--- src/shared/xlat_cap_pkg.sv ---
package xlat_cap_pkg;
    localparam logic [7:0]  OFS_XLAT_BASE   = 8'hA8;
    localparam logic [7:0]  OFS_SETUP       = 8'hAC;
    localparam logic [7:0]  OFS_CAP_HDR     = 8'hB0;
    localparam logic [31:0] XLAT_BASE_RST   = 32'h00000000;
    localparam logic [31:0] SETUP_RST       = 32'h00000000;
    localparam logic [31:0] XLAT_BASE_MASK  = 32'hFFFFFFC0;
    localparam logic [31:0] SETUP_LOAD_MASK = 32'hFFFFFFCE;
    localparam logic [31:0] SIZE_MASK_BITS  = 32'h7FFFFFC0;
    localparam int          SETUP_EN_BIT    = 31;
    localparam logic [7:0]  CAP_ID          = 8'h10;
    localparam logic [7:0]  CAP_NEXT        = 8'hD8;
    localparam logic [3:0]  CAP_VERSION     = 4'h1;
    localparam logic [3:0]  PORT_FWD        = 4'h7;
    localparam logic [3:0]  PORT_REV        = 4'h8;
    localparam logic [4:0]  MSG_NUM         = 5'h00;
endpackage

--- src/logic/xlat_cap_regs.sv ---
`timescale 1ns/100ps
// Behaviour
// - Translated base bits 31:6 are software writable; bits 5:0 read zero.
// - Only base bits marked active by the setup size mask are used.
// - Setup bit 0 reads zero, memory space; writes ignored.
// - Setup bits 2:1 address width, bit 3 prefetchable; load-writable only.
// - Setup mask bits 30:6 select address bits compared to the window base and replaced by base bits.
// - Setup bit 31 enables window 1; resets to 0; load-writable only.
// - Capability header bits 7:0 read 10h, bits 19:16 read 1h.
// - Bits 15:8 read D8h, pointer to the next capability.
// - Port type bits 23:20: 0111 forward, 1000 reverse.
// - Bit 24 slot implemented: 0 forward, 1 reverse.
module xlat_cap_regs (
    input  wire logic        CLK_SYS,
    input  wire logic        RST_N,
    input  wire logic [7:0]  ADDR,
    input  wire logic [31:0] WDATA,
    input  wire logic        WR,
    input  wire logic        RD,
    output logic      [31:0] RDATA,
    input  wire logic        LOAD_WR,
    input  wire logic [31:0] LOAD_DATA,
    input  wire logic        REVERSE_MODE,
    input  wire logic        IN_VALID,
    input  wire logic [31:0] IN_ADDR,
    input  wire logic [31:0] WIN_BASE,
    output logic      [31:0] OUT_ADDR,
    output logic             OUT_HIT,
    output logic             OUT_VALID,
    output logic      [31:0] SETUP_OUT
);

    typedef struct packed {
        logic [31:0] xlat_base;
        logic [31:0] setup;
        logic        rev_s1;
        logic        rev;
        logic [31:0] rdata;
        logic [31:0] out_addr;
        logic        out_hit;
        logic        out_valid;
    } state_s;

    state_s st;
    state_s next_st;

    logic [31:0] size_mask;
    logic [31:0] cap_hdr;
    logic        hit;
    logic [31:0] xlat_addr;
    logic [31:0] bit_diff;
    logic        sel_base;
    logic        sel_setup;
    logic        sel_cap;

    // Per-bit substitution and window compare
    for (genvar b = 0; b < 32; b++) begin : g_xlat_bit
        assign xlat_addr[b] = size_mask[b] ? st.xlat_base[b] : IN_ADDR[b];
        assign bit_diff[b]  = size_mask[b] & (IN_ADDR[b] ^ WIN_BASE[b]);
    end

    always_comb begin
        size_mask = st.setup & xlat_cap_pkg::SIZE_MASK_BITS;
        sel_base  = (ADDR == xlat_cap_pkg::OFS_XLAT_BASE);
        sel_setup = (ADDR == xlat_cap_pkg::OFS_SETUP);
        sel_cap   = (ADDR == xlat_cap_pkg::OFS_CAP_HDR);
        cap_hdr   = {2'h0, xlat_cap_pkg::MSG_NUM, st.rev,
                     st.rev ? xlat_cap_pkg::PORT_REV : xlat_cap_pkg::PORT_FWD,
                     xlat_cap_pkg::CAP_VERSION, xlat_cap_pkg::CAP_NEXT,
                     xlat_cap_pkg::CAP_ID};
        hit       = st.setup[xlat_cap_pkg::SETUP_EN_BIT]
                    && (bit_diff == 32'h00000000);
        next_st        = st;
        next_st.rev_s1 = REVERSE_MODE;
        next_st.rev    = st.rev_s1;
        if (WR && sel_base) begin
            next_st.xlat_base = WDATA & xlat_cap_pkg::XLAT_BASE_MASK;
        end
        if (LOAD_WR) begin
            next_st.setup = LOAD_DATA & xlat_cap_pkg::SETUP_LOAD_MASK;
        end
        next_st.rdata = 32'h00000000;
        if (RD) begin
            case (ADDR)
                xlat_cap_pkg::OFS_XLAT_BASE: next_st.rdata = st.xlat_base;
                xlat_cap_pkg::OFS_SETUP:     next_st.rdata = st.setup;
                xlat_cap_pkg::OFS_CAP_HDR:   next_st.rdata = cap_hdr;
                default:                     next_st.rdata = 32'h00000000;
            endcase
        end
        next_st.out_valid = IN_VALID;
        next_st.out_hit   = IN_VALID && hit;
        next_st.out_addr  = hit ? xlat_addr : IN_ADDR;
    end

    always_ff @(posedge CLK_SYS) begin
        if (!RST_N) begin
            st.xlat_base <= xlat_cap_pkg::XLAT_BASE_RST;
            st.setup     <= xlat_cap_pkg::SETUP_RST;
            st.rev_s1    <= 1'b0;
            st.rev       <= 1'b0;
            st.rdata     <= 32'h00000000;
            st.out_addr  <= 32'h00000000;
            st.out_hit   <= 1'b0;
            st.out_valid <= 1'b0;
        end else begin
            st <= next_st;
        end
    end

    assign RDATA     = st.rdata;
    assign OUT_ADDR  = st.out_addr;
    assign OUT_HIT   = st.out_hit;
    assign OUT_VALID = st.out_valid;
    assign SETUP_OUT = st.setup;

    AST_SETUP_BIT0_ZERO: assert property (@(posedge CLK_SYS) disable iff (!RST_N)
        !st.setup[0]) else $error("setup bit 0 not zero");
    AST_BASE_LOW_ZERO: assert property (@(posedge CLK_SYS) disable iff (!RST_N)
        st.xlat_base[5:0] == 6'h00) else $error("base low bits set");
    AST_BASE_WRITE: assert property (@(posedge CLK_SYS) disable iff (!RST_N)
        WR && ADDR == xlat_cap_pkg::OFS_XLAT_BASE |=> st.xlat_base[31:6] == $past(WDATA[31:6]))
        else $error("base write lost");
    AST_SETUP_SW_RO: assert property (@(posedge CLK_SYS) disable iff (!RST_N)
        !LOAD_WR |=> $stable(st.setup)) else $error("setup changed without load");
    AST_CAP_READ: assert property (@(posedge CLK_SYS) disable iff (!RST_N)
        RD && ADDR == xlat_cap_pkg::OFS_CAP_HDR |=> RDATA[7:0] == 8'h10 && RDATA[19:16] == 4'h1)
        else $error("capability id wrong");
    AST_CAP_NEXT: assert property (@(posedge CLK_SYS) disable iff (!RST_N)
        RD && ADDR == xlat_cap_pkg::OFS_CAP_HDR |=> RDATA[15:8] == 8'hD8) else $error("next ptr wrong");
    AST_PORT_TYPE: assert property (@(posedge CLK_SYS) disable iff (!RST_N)
        RD && ADDR == xlat_cap_pkg::OFS_CAP_HDR |=> RDATA[23:20] == ($past(st.rev) ? 4'h8 : 4'h7))
        else $error("port type wrong");
    AST_SLOT: assert property (@(posedge CLK_SYS) disable iff (!RST_N)
        RD && ADDR == xlat_cap_pkg::OFS_CAP_HDR |=> RDATA[24] == $past(st.rev)) else $error("slot bit wrong");
    AST_DISABLED_NO_HIT: assert property (@(posedge CLK_SYS) disable iff (!RST_N)
        !st.setup[31] |=> !OUT_HIT) else $error("hit while disabled");
    AST_OFFSET_PASS: assert property (@(posedge CLK_SYS) disable iff (!RST_N)
        IN_VALID |=> ((OUT_ADDR ^ $past(IN_ADDR)) & ~$past(size_mask)) == 32'h00000000)
        else $error("offset not passed");

    AST_BASE_READ: assert property (
        @(posedge CLK_SYS) disable iff (!RST_N)
        RD && sel_base
        |=> RDATA == $past(st.xlat_base))
        else $error("base read wrong");

    AST_BASE_RDATA_LOW: assert property (
        @(posedge CLK_SYS) disable iff (!RST_N)
        RD && sel_base
        |=> RDATA[5:0] == 6'h00)
        else $error("base read low bits set");

    AST_BASE_HOLD: assert property (
        @(posedge CLK_SYS) disable iff (!RST_N)
        !WR
        |=> $stable(st.xlat_base))
        else $error("base changed without write");

    AST_BASE_OTHER_ADDR: assert property (
        @(posedge CLK_SYS) disable iff (!RST_N)
        WR && !sel_base
        |=> $stable(st.xlat_base))
        else $error("base changed by other write");

    AST_XLAT_ACTIVE_BITS: assert property (
        @(posedge CLK_SYS) disable iff (!RST_N)
        OUT_HIT
        |-> (OUT_ADDR & $past(size_mask)) == ($past(st.xlat_base) & $past(size_mask)))
        else $error("active base bits not used");

    AST_XLAT_ADDR_FORM: assert property (
        @(posedge CLK_SYS) disable iff (!RST_N)
        OUT_HIT
        |-> OUT_ADDR == (($past(st.xlat_base) & $past(size_mask)) | ($past(IN_ADDR) & ~$past(size_mask))))
        else $error("translated address wrong");

    AST_XLAT_MISS_PASS: assert property (
        @(posedge CLK_SYS) disable iff (!RST_N)
        OUT_VALID && !OUT_HIT
        |-> OUT_ADDR == $past(IN_ADDR))
        else $error("miss address altered");

    AST_VALID_FOLLOW: assert property (
        @(posedge CLK_SYS) disable iff (!RST_N)
        OUT_VALID == $past(IN_VALID))
        else $error("valid not one cycle later");

    AST_HIT_NEEDS_VALID: assert property (
        @(posedge CLK_SYS) disable iff (!RST_N)
        OUT_HIT
        |-> OUT_VALID)
        else $error("hit without valid");

    AST_SETUP_READ_BIT0: assert property (
        @(posedge CLK_SYS) disable iff (!RST_N)
        RD && sel_setup
        |=> !RDATA[0])
        else $error("setup read bit 0 set");

    AST_SETUP_LOAD_BIT0: assert property (
        @(posedge CLK_SYS) disable iff (!RST_N)
        LOAD_WR && LOAD_DATA[0]
        |=> !st.setup[0])
        else $error("setup bit 0 loaded");

    AST_SETUP_WIDTH_LOAD: assert property (
        @(posedge CLK_SYS) disable iff (!RST_N)
        LOAD_WR
        |=> st.setup[2:1] == $past(LOAD_DATA[2:1]))
        else $error("width not loaded");

    AST_SETUP_PREFETCH_LOAD: assert property (
        @(posedge CLK_SYS) disable iff (!RST_N)
        LOAD_WR
        |=> st.setup[3] == $past(LOAD_DATA[3]))
        else $error("prefetch not loaded");

    AST_SETUP_RSVD_ZERO: assert property (
        @(posedge CLK_SYS) disable iff (!RST_N)
        st.setup[5:4] == 2'h0)
        else $error("setup reserved bits set");

    AST_SETUP_SW_WRITE: assert property (
        @(posedge CLK_SYS) disable iff (!RST_N)
        WR && sel_setup && !LOAD_WR
        |=> $stable(st.setup))
        else $error("software write changed setup");

    AST_SETUP_READ: assert property (
        @(posedge CLK_SYS) disable iff (!RST_N)
        RD && sel_setup
        |=> RDATA == $past(st.setup))
        else $error("setup read wrong");

    AST_SETUP_OUT_MIRROR: assert property (
        @(posedge CLK_SYS) disable iff (!RST_N)
        SETUP_OUT == st.setup)
        else $error("setup output differs");

    AST_MASK_LOAD: assert property (
        @(posedge CLK_SYS) disable iff (!RST_N)
        LOAD_WR
        |=> st.setup[30:6] == $past(LOAD_DATA[30:6]))
        else $error("size mask not loaded");

    AST_MASK_MATCH: assert property (
        @(posedge CLK_SYS) disable iff (!RST_N)
        OUT_HIT
        |-> (($past(IN_ADDR) ^ $past(WIN_BASE)) & $past(size_mask)) == 32'h00000000)
        else $error("hit outside window");

    AST_MASK_MISS: assert property (
        @(posedge CLK_SYS) disable iff (!RST_N)
        IN_VALID && (((IN_ADDR ^ WIN_BASE) & size_mask) != 32'h00000000)
        |=> !OUT_HIT)
        else $error("hit on masked mismatch");

    AST_ENABLE_LOAD: assert property (
        @(posedge CLK_SYS) disable iff (!RST_N)
        LOAD_WR
        |=> st.setup[31] == $past(LOAD_DATA[31]))
        else $error("enable not loaded");

    AST_ENABLED_HIT: assert property (
        @(posedge CLK_SYS) disable iff (!RST_N)
        IN_VALID && st.setup[31] && (((IN_ADDR ^ WIN_BASE) & size_mask) == 32'h00000000)
        |=> OUT_HIT)
        else $error("enabled window missed");

    AST_HIT_NEEDS_ENABLE: assert property (
        @(posedge CLK_SYS) disable iff (!RST_N)
        OUT_HIT
        |-> $past(st.setup[31]))
        else $error("hit with window off");

    AST_CAP_ID_PKG: assert property (
        @(posedge CLK_SYS) disable iff (!RST_N)
        RD && sel_cap
        |=> RDATA[7:0] == xlat_cap_pkg::CAP_ID)
        else $error("capability id read wrong");

    AST_CAP_VERSION: assert property (
        @(posedge CLK_SYS) disable iff (!RST_N)
        RD && sel_cap
        |=> RDATA[19:16] == xlat_cap_pkg::CAP_VERSION)
        else $error("capability version wrong");

    AST_CAP_RSVD: assert property (
        @(posedge CLK_SYS) disable iff (!RST_N)
        RD && sel_cap
        |=> RDATA[31:30] == 2'h0)
        else $error("header reserved bits set");

    AST_CAP_MSG: assert property (
        @(posedge CLK_SYS) disable iff (!RST_N)
        RD && sel_cap
        |=> RDATA[29:25] == xlat_cap_pkg::MSG_NUM)
        else $error("message number wrong");

    AST_ID_CONST: assert property (
        @(posedge CLK_SYS) disable iff (!RST_N)
        cap_hdr[7:0] == xlat_cap_pkg::CAP_ID)
        else $error("header id field wrong");

    AST_NEXT_CONST: assert property (
        @(posedge CLK_SYS) disable iff (!RST_N)
        cap_hdr[15:8] == xlat_cap_pkg::CAP_NEXT)
        else $error("header next field wrong");

    AST_REV_SYNC1: assert property (
        @(posedge CLK_SYS) disable iff (!RST_N)
        st.rev_s1 == $past(REVERSE_MODE))
        else $error("mode first stage wrong");

    AST_REV_SYNC2: assert property (
        @(posedge CLK_SYS) disable iff (!RST_N)
        st.rev == $past(st.rev_s1))
        else $error("mode second stage wrong");

    AST_PORT_FWD: assert property (
        @(posedge CLK_SYS) disable iff (!RST_N)
        RD && sel_cap && !st.rev
        |=> RDATA[23:20] == xlat_cap_pkg::PORT_FWD)
        else $error("forward port type wrong");

    AST_PORT_REV: assert property (
        @(posedge CLK_SYS) disable iff (!RST_N)
        RD && sel_cap && st.rev
        |=> RDATA[23:20] == xlat_cap_pkg::PORT_REV)
        else $error("reverse port type wrong");

    AST_SLOT_FWD: assert property (
        @(posedge CLK_SYS) disable iff (!RST_N)
        RD && sel_cap && !st.rev
        |=> !RDATA[24])
        else $error("forward slot bit set");

    AST_SLOT_REV: assert property (
        @(posedge CLK_SYS) disable iff (!RST_N)
        RD && sel_cap && st.rev
        |=> RDATA[24])
        else $error("reverse slot bit clear");

endmodule // xlat_cap_regs

--- config.mk ---
export PLATFORM = sky130hd
export DESIGN_NAME = xlat_cap_regs
export DESIGN_NICKNAME = d
export VERILOG_FILES = /design/src/shared/xlat_cap_pkg.sv /design/src/logic/xlat_cap_regs.sv
export SDC_FILE = /design/constraint.sdc
export NUM_CORES = 1
export LEC_CHECK = 0
export ABC_AREA = 1
export BUFFER_PORTS_ARGS = -buffer_cell sky130_fd_sc_hd__buf_4
export CAP_MARGIN = 20
export CORE_ASPECT_RATIO = 0.75
export CORE_MARGIN = 5
export CORE_UTILIZATION = 49
export DETAILED_ROUTE_END_ITERATION = 12
export MAX_ROUTING_LAYER = met4
export PLACE_DENSITY_LB_ADDON = 0.05
export SLEW_MARGIN = 20
export SYNTH_ARGS = -nofsm -noshare
export SYNTH_HDL_FRONTEND = slang
export SYNTH_SLANG_ARGS = --single-unit
--- constraint.sdc ---
create_clock -name CLK_SYS -period 1.7 [get_ports CLK_SYS]
set_clock_uncertainty 0.1 [all_clocks]
set_input_delay 0.255 -clock CLK_SYS [delete_from_list [all_inputs] [get_ports CLK_SYS]]
set_output_delay 0.255 -clock CLK_SYS [all_outputs]
set_load 0.005 [all_outputs]
==> summary.md <==
| Metric | Value |
|---|---|
| Slew Limit Fails | `0` |
| Number of synthesized flops with an enable pin | `0` |
| Synth Area in Simple Gates | `24.40%` |
| Row cnt | `34` |
| Hold Crit Class | `in2reg` |
| Kind of critical path | `reg2reg` |
| Final min period | `1567 ps` |
| Number of global-route vias before repair | `5222` |
| CTS buffer count | `17` |
| Largest net degree at the start of global routing | `56` |
| Initial antenna violation count | `0` |
| #FFs+latches synth | `121` |
| Initial core utilization | `50.67%` |
| Post-CTS Setup Bufs | `0` |
| Crit share post-route | `92.15%` |
| Top FF cell, synth | `dfxtp_1` |
| Top-count cell post-synth | `nand2_1` |
| NumNets Final | `around 1200` |
| Synth top cells by count | `nand2_1 (199), dfxtp_1 (121), nor2_1 (117), inv_1 (108), buf_4 (98)` |
| CP Launch Type | `register` |
| CTS tree | `built` |
| Largest family of logic cells by synthesized area | `simple AND/OR/NAND/NOR gates` |
| Synth Instances | `about 860` |
| Placer Congestion | `0.8003` |
| # setup viols final | `0` |
| Vias per inst | `4.526` |
| Die ar. | `14420 µm²` |
| Post-DRT Antenna Nets | `0` |
| Post-synth top area share | `40.86%` |
| Core Box Area | `11700 µm²` |
| Clk sink count | `approximately 120` |
| Reg area | `2422 µm²` |
| Initial DRC Count | `288` |
| Library cells used by synthesis | `27` |
| Reg2Reg Launch Point | `SETUP_OUT[22]` |
| Hold worst-path end | `st[110]` |
| Synth Area in Compound Gates | `between 10% and 20%` |
| Worst Reg-to-Reg Cells | `10` |
| RSZ-0062 raised after global routing | `false` |
| Post-synth ARST share | `0%` |
| HP Start | `WDATA[10]` |
| Synth Area per Inst | `6.877 µm²` |
| Total track usage | `around a quarter` |
| Synthesized-area fraction occupied by adder cells | `0%` |
| Leakage | `roughly 4.2 nW` |
| Vias | `5540` |
| Critical Path End Type | `register` |
| DRT Pass-1 Iters | `4` |
| Global-route wire length before repair | `25.99 mm` |
| Required @ worst endpoint | `slightly below 2000 ps` |
| Hold path cells | `3` |
| Design Power | `7.427 mW` |
| Proportion of synthesized area in mux cells | `0%` |
| Outcome | `finished, final reports clean` |
| Smallest hold slack | `24.91 ps` |
| Reg-to-reg slack, setup | `approximately 130 ps` |
| Yosys warns | `0` |
| Clk_lat worst skew | `400 ps` |
| Cell Pwr Density | `905.7 nW/µm²` |
| Peak supply drop | `0.6295 mV` |
| Seq/Total Area, Yosys | `40.86%` |
| Mapped Area | `~5900 µm²` |
| Critical-path maximum fanout | `24` |
| Die Span Y | `105.3 µm` |
| Multi-input gate area | `2200 µm²` |
| Routed WL | `around 17 mm` |
| Max_cap viols | `0` |
| Die width | `about 140 µm` |
| Detailed placer's ending HPWL | `11.86 mm` |
| Share of cells above drive strength 1 | `29.10%` |
| DR WL/cell | `13.58 µm` |
| Fill count | `984` |
| Fmax | `638.3 MHz` |
| DRC Markers | `0` |
| Final hold vios | `0` |
| Total grt overflow | `0` |
| Worst EP arrival | `1800 ps` |
| Ant diodes | `0` |
| Clk slew on worst S/H paths | `60 ps` |
| Port buffer count | `219` |
| Ranking of synthesized cells by area | `dfxtp_1 (41%), nand2_1 (13%), buf_4 (12%)` |
| RR Endpoint | `OUT_ADDR[18]` |
| Root Buffer | `clkbuf_16` |
| Fin Setup TNS | `0 ps` |
| Synth area leader | `dfxtp_1` |
| Max clock buf depth | `2` |
| P&R area growth vs syn | `38.33%` |
| H-tree Lvls | `4` |
| Total I/O pin count | `241` |
| Post-synthesis xor/xnor area fraction | `0%` |
-- metrics by stage --
stage / worst slack [ps] / std cells / area (µm²) / util (%)
6_report: 133.4 / 1224 / 8200 / 70.10
5_1_grt: 1.727 / 1224 / 8200 / 70.10
4_1_cts: 129.9 / 1224 / 8195 / 70.05
3_5_place_dp: 43.60 / 1157 / 7256 / 62.02
3_3_place_gp: 45.12 / 1157 / 7256 / 62.02
2_1_floorplan: 345.2 / 866 / 5943 / -
-- power by group --
part           internal (mW)  switching, mW
Sequential              2.93         0.0731
Clock                   2.21           1.33
Combinational          0.498          0.384
Total                   5.64           1.79
-- cell usage in the layout (no fill, tap or decap), drive strengths merged --
cell and instances:
a21oi 29, inv 119, nand3 29, nor3 2, nand2 202, conb 5, buf 256, clkinvlp 5
clkinv 4, bufinv 2, nor2 119, or2 5, clkbuf 19, o211ai 9, o21ai 94, dfxtp 121
o221ai 1, dlygate4sd3 35, nor3b 3, o22ai 3
-- final cells by class --
type                       count  area share [%]
sequential                   121           29.54
timing repair buffer         291           28.62
multi-input combinational    501           26.82
clock buffer                  19           5.401
inverter                     117           5.356
tap                          162           2.472
clock inverter                13           1.785
-- cells by family (layout without fill, tap and decap cells) --
group	Yosys count	count (layout)
AOI/OAI and AO/OA	136	136
other	1	5
buffers and inverters	244	440
and+or+nand+nor	360	360
DFF	121	121
-- worst max path at each step --
stage,from,end,cells past startpoint
floorplan,WIN_BASE[26],OUT_ADDR[12],10
global placement,IN_ADDR[30],OUT_ADDR[9],13
detailed placement,IN_ADDR[30],OUT_ADDR[25],13
CTS,SETUP_OUT[27],OUT_ADDR[9],10
global route,SETUP_OUT[7],OUT_ADDR[12],10
finish,SETUP_OUT[22],OUT_ADDR[18],10
-- layer usage --
layer  global-route usage [%]  up-vias  share of wire, %
li1                         -     2930                 -
met2                    37.09      185                47
met3                    7.143       17               8.0
met5                        -        -                 0
met1                    29.63     2408                44
met4                    5.912        0               1.1
-- repair_timing --
action / 4_1_cts / 5_1_grt
setup endpoints to repair: 0 / 4
hold buffers: 35 / 0
gates resized for setup: 0 / 2
endpoints found under the hold margin: 36 / 0
-- sequential cells by signal, indices dropped and copies added, names as in the netlist --
name,flops
cap_hdr,1
st,26
OUT_VALID,1
RDATA,30
OUT_ADDR,32
next_st,1
OUT_HIT,1
SETUP_OUT,29
-- critical path: stages (launching register included) --
cell     delay [ps]
dfxtp_1         360
nand3_1         100
nand2_1          60
nor2_1          170
nand2_1          80
nor2_1          130
nand2_2         100
buf_12          170
nand2_1          60
nand2_1          60
nor2_1          100
No activity file was read; power rests on OpenSTA's default activity.
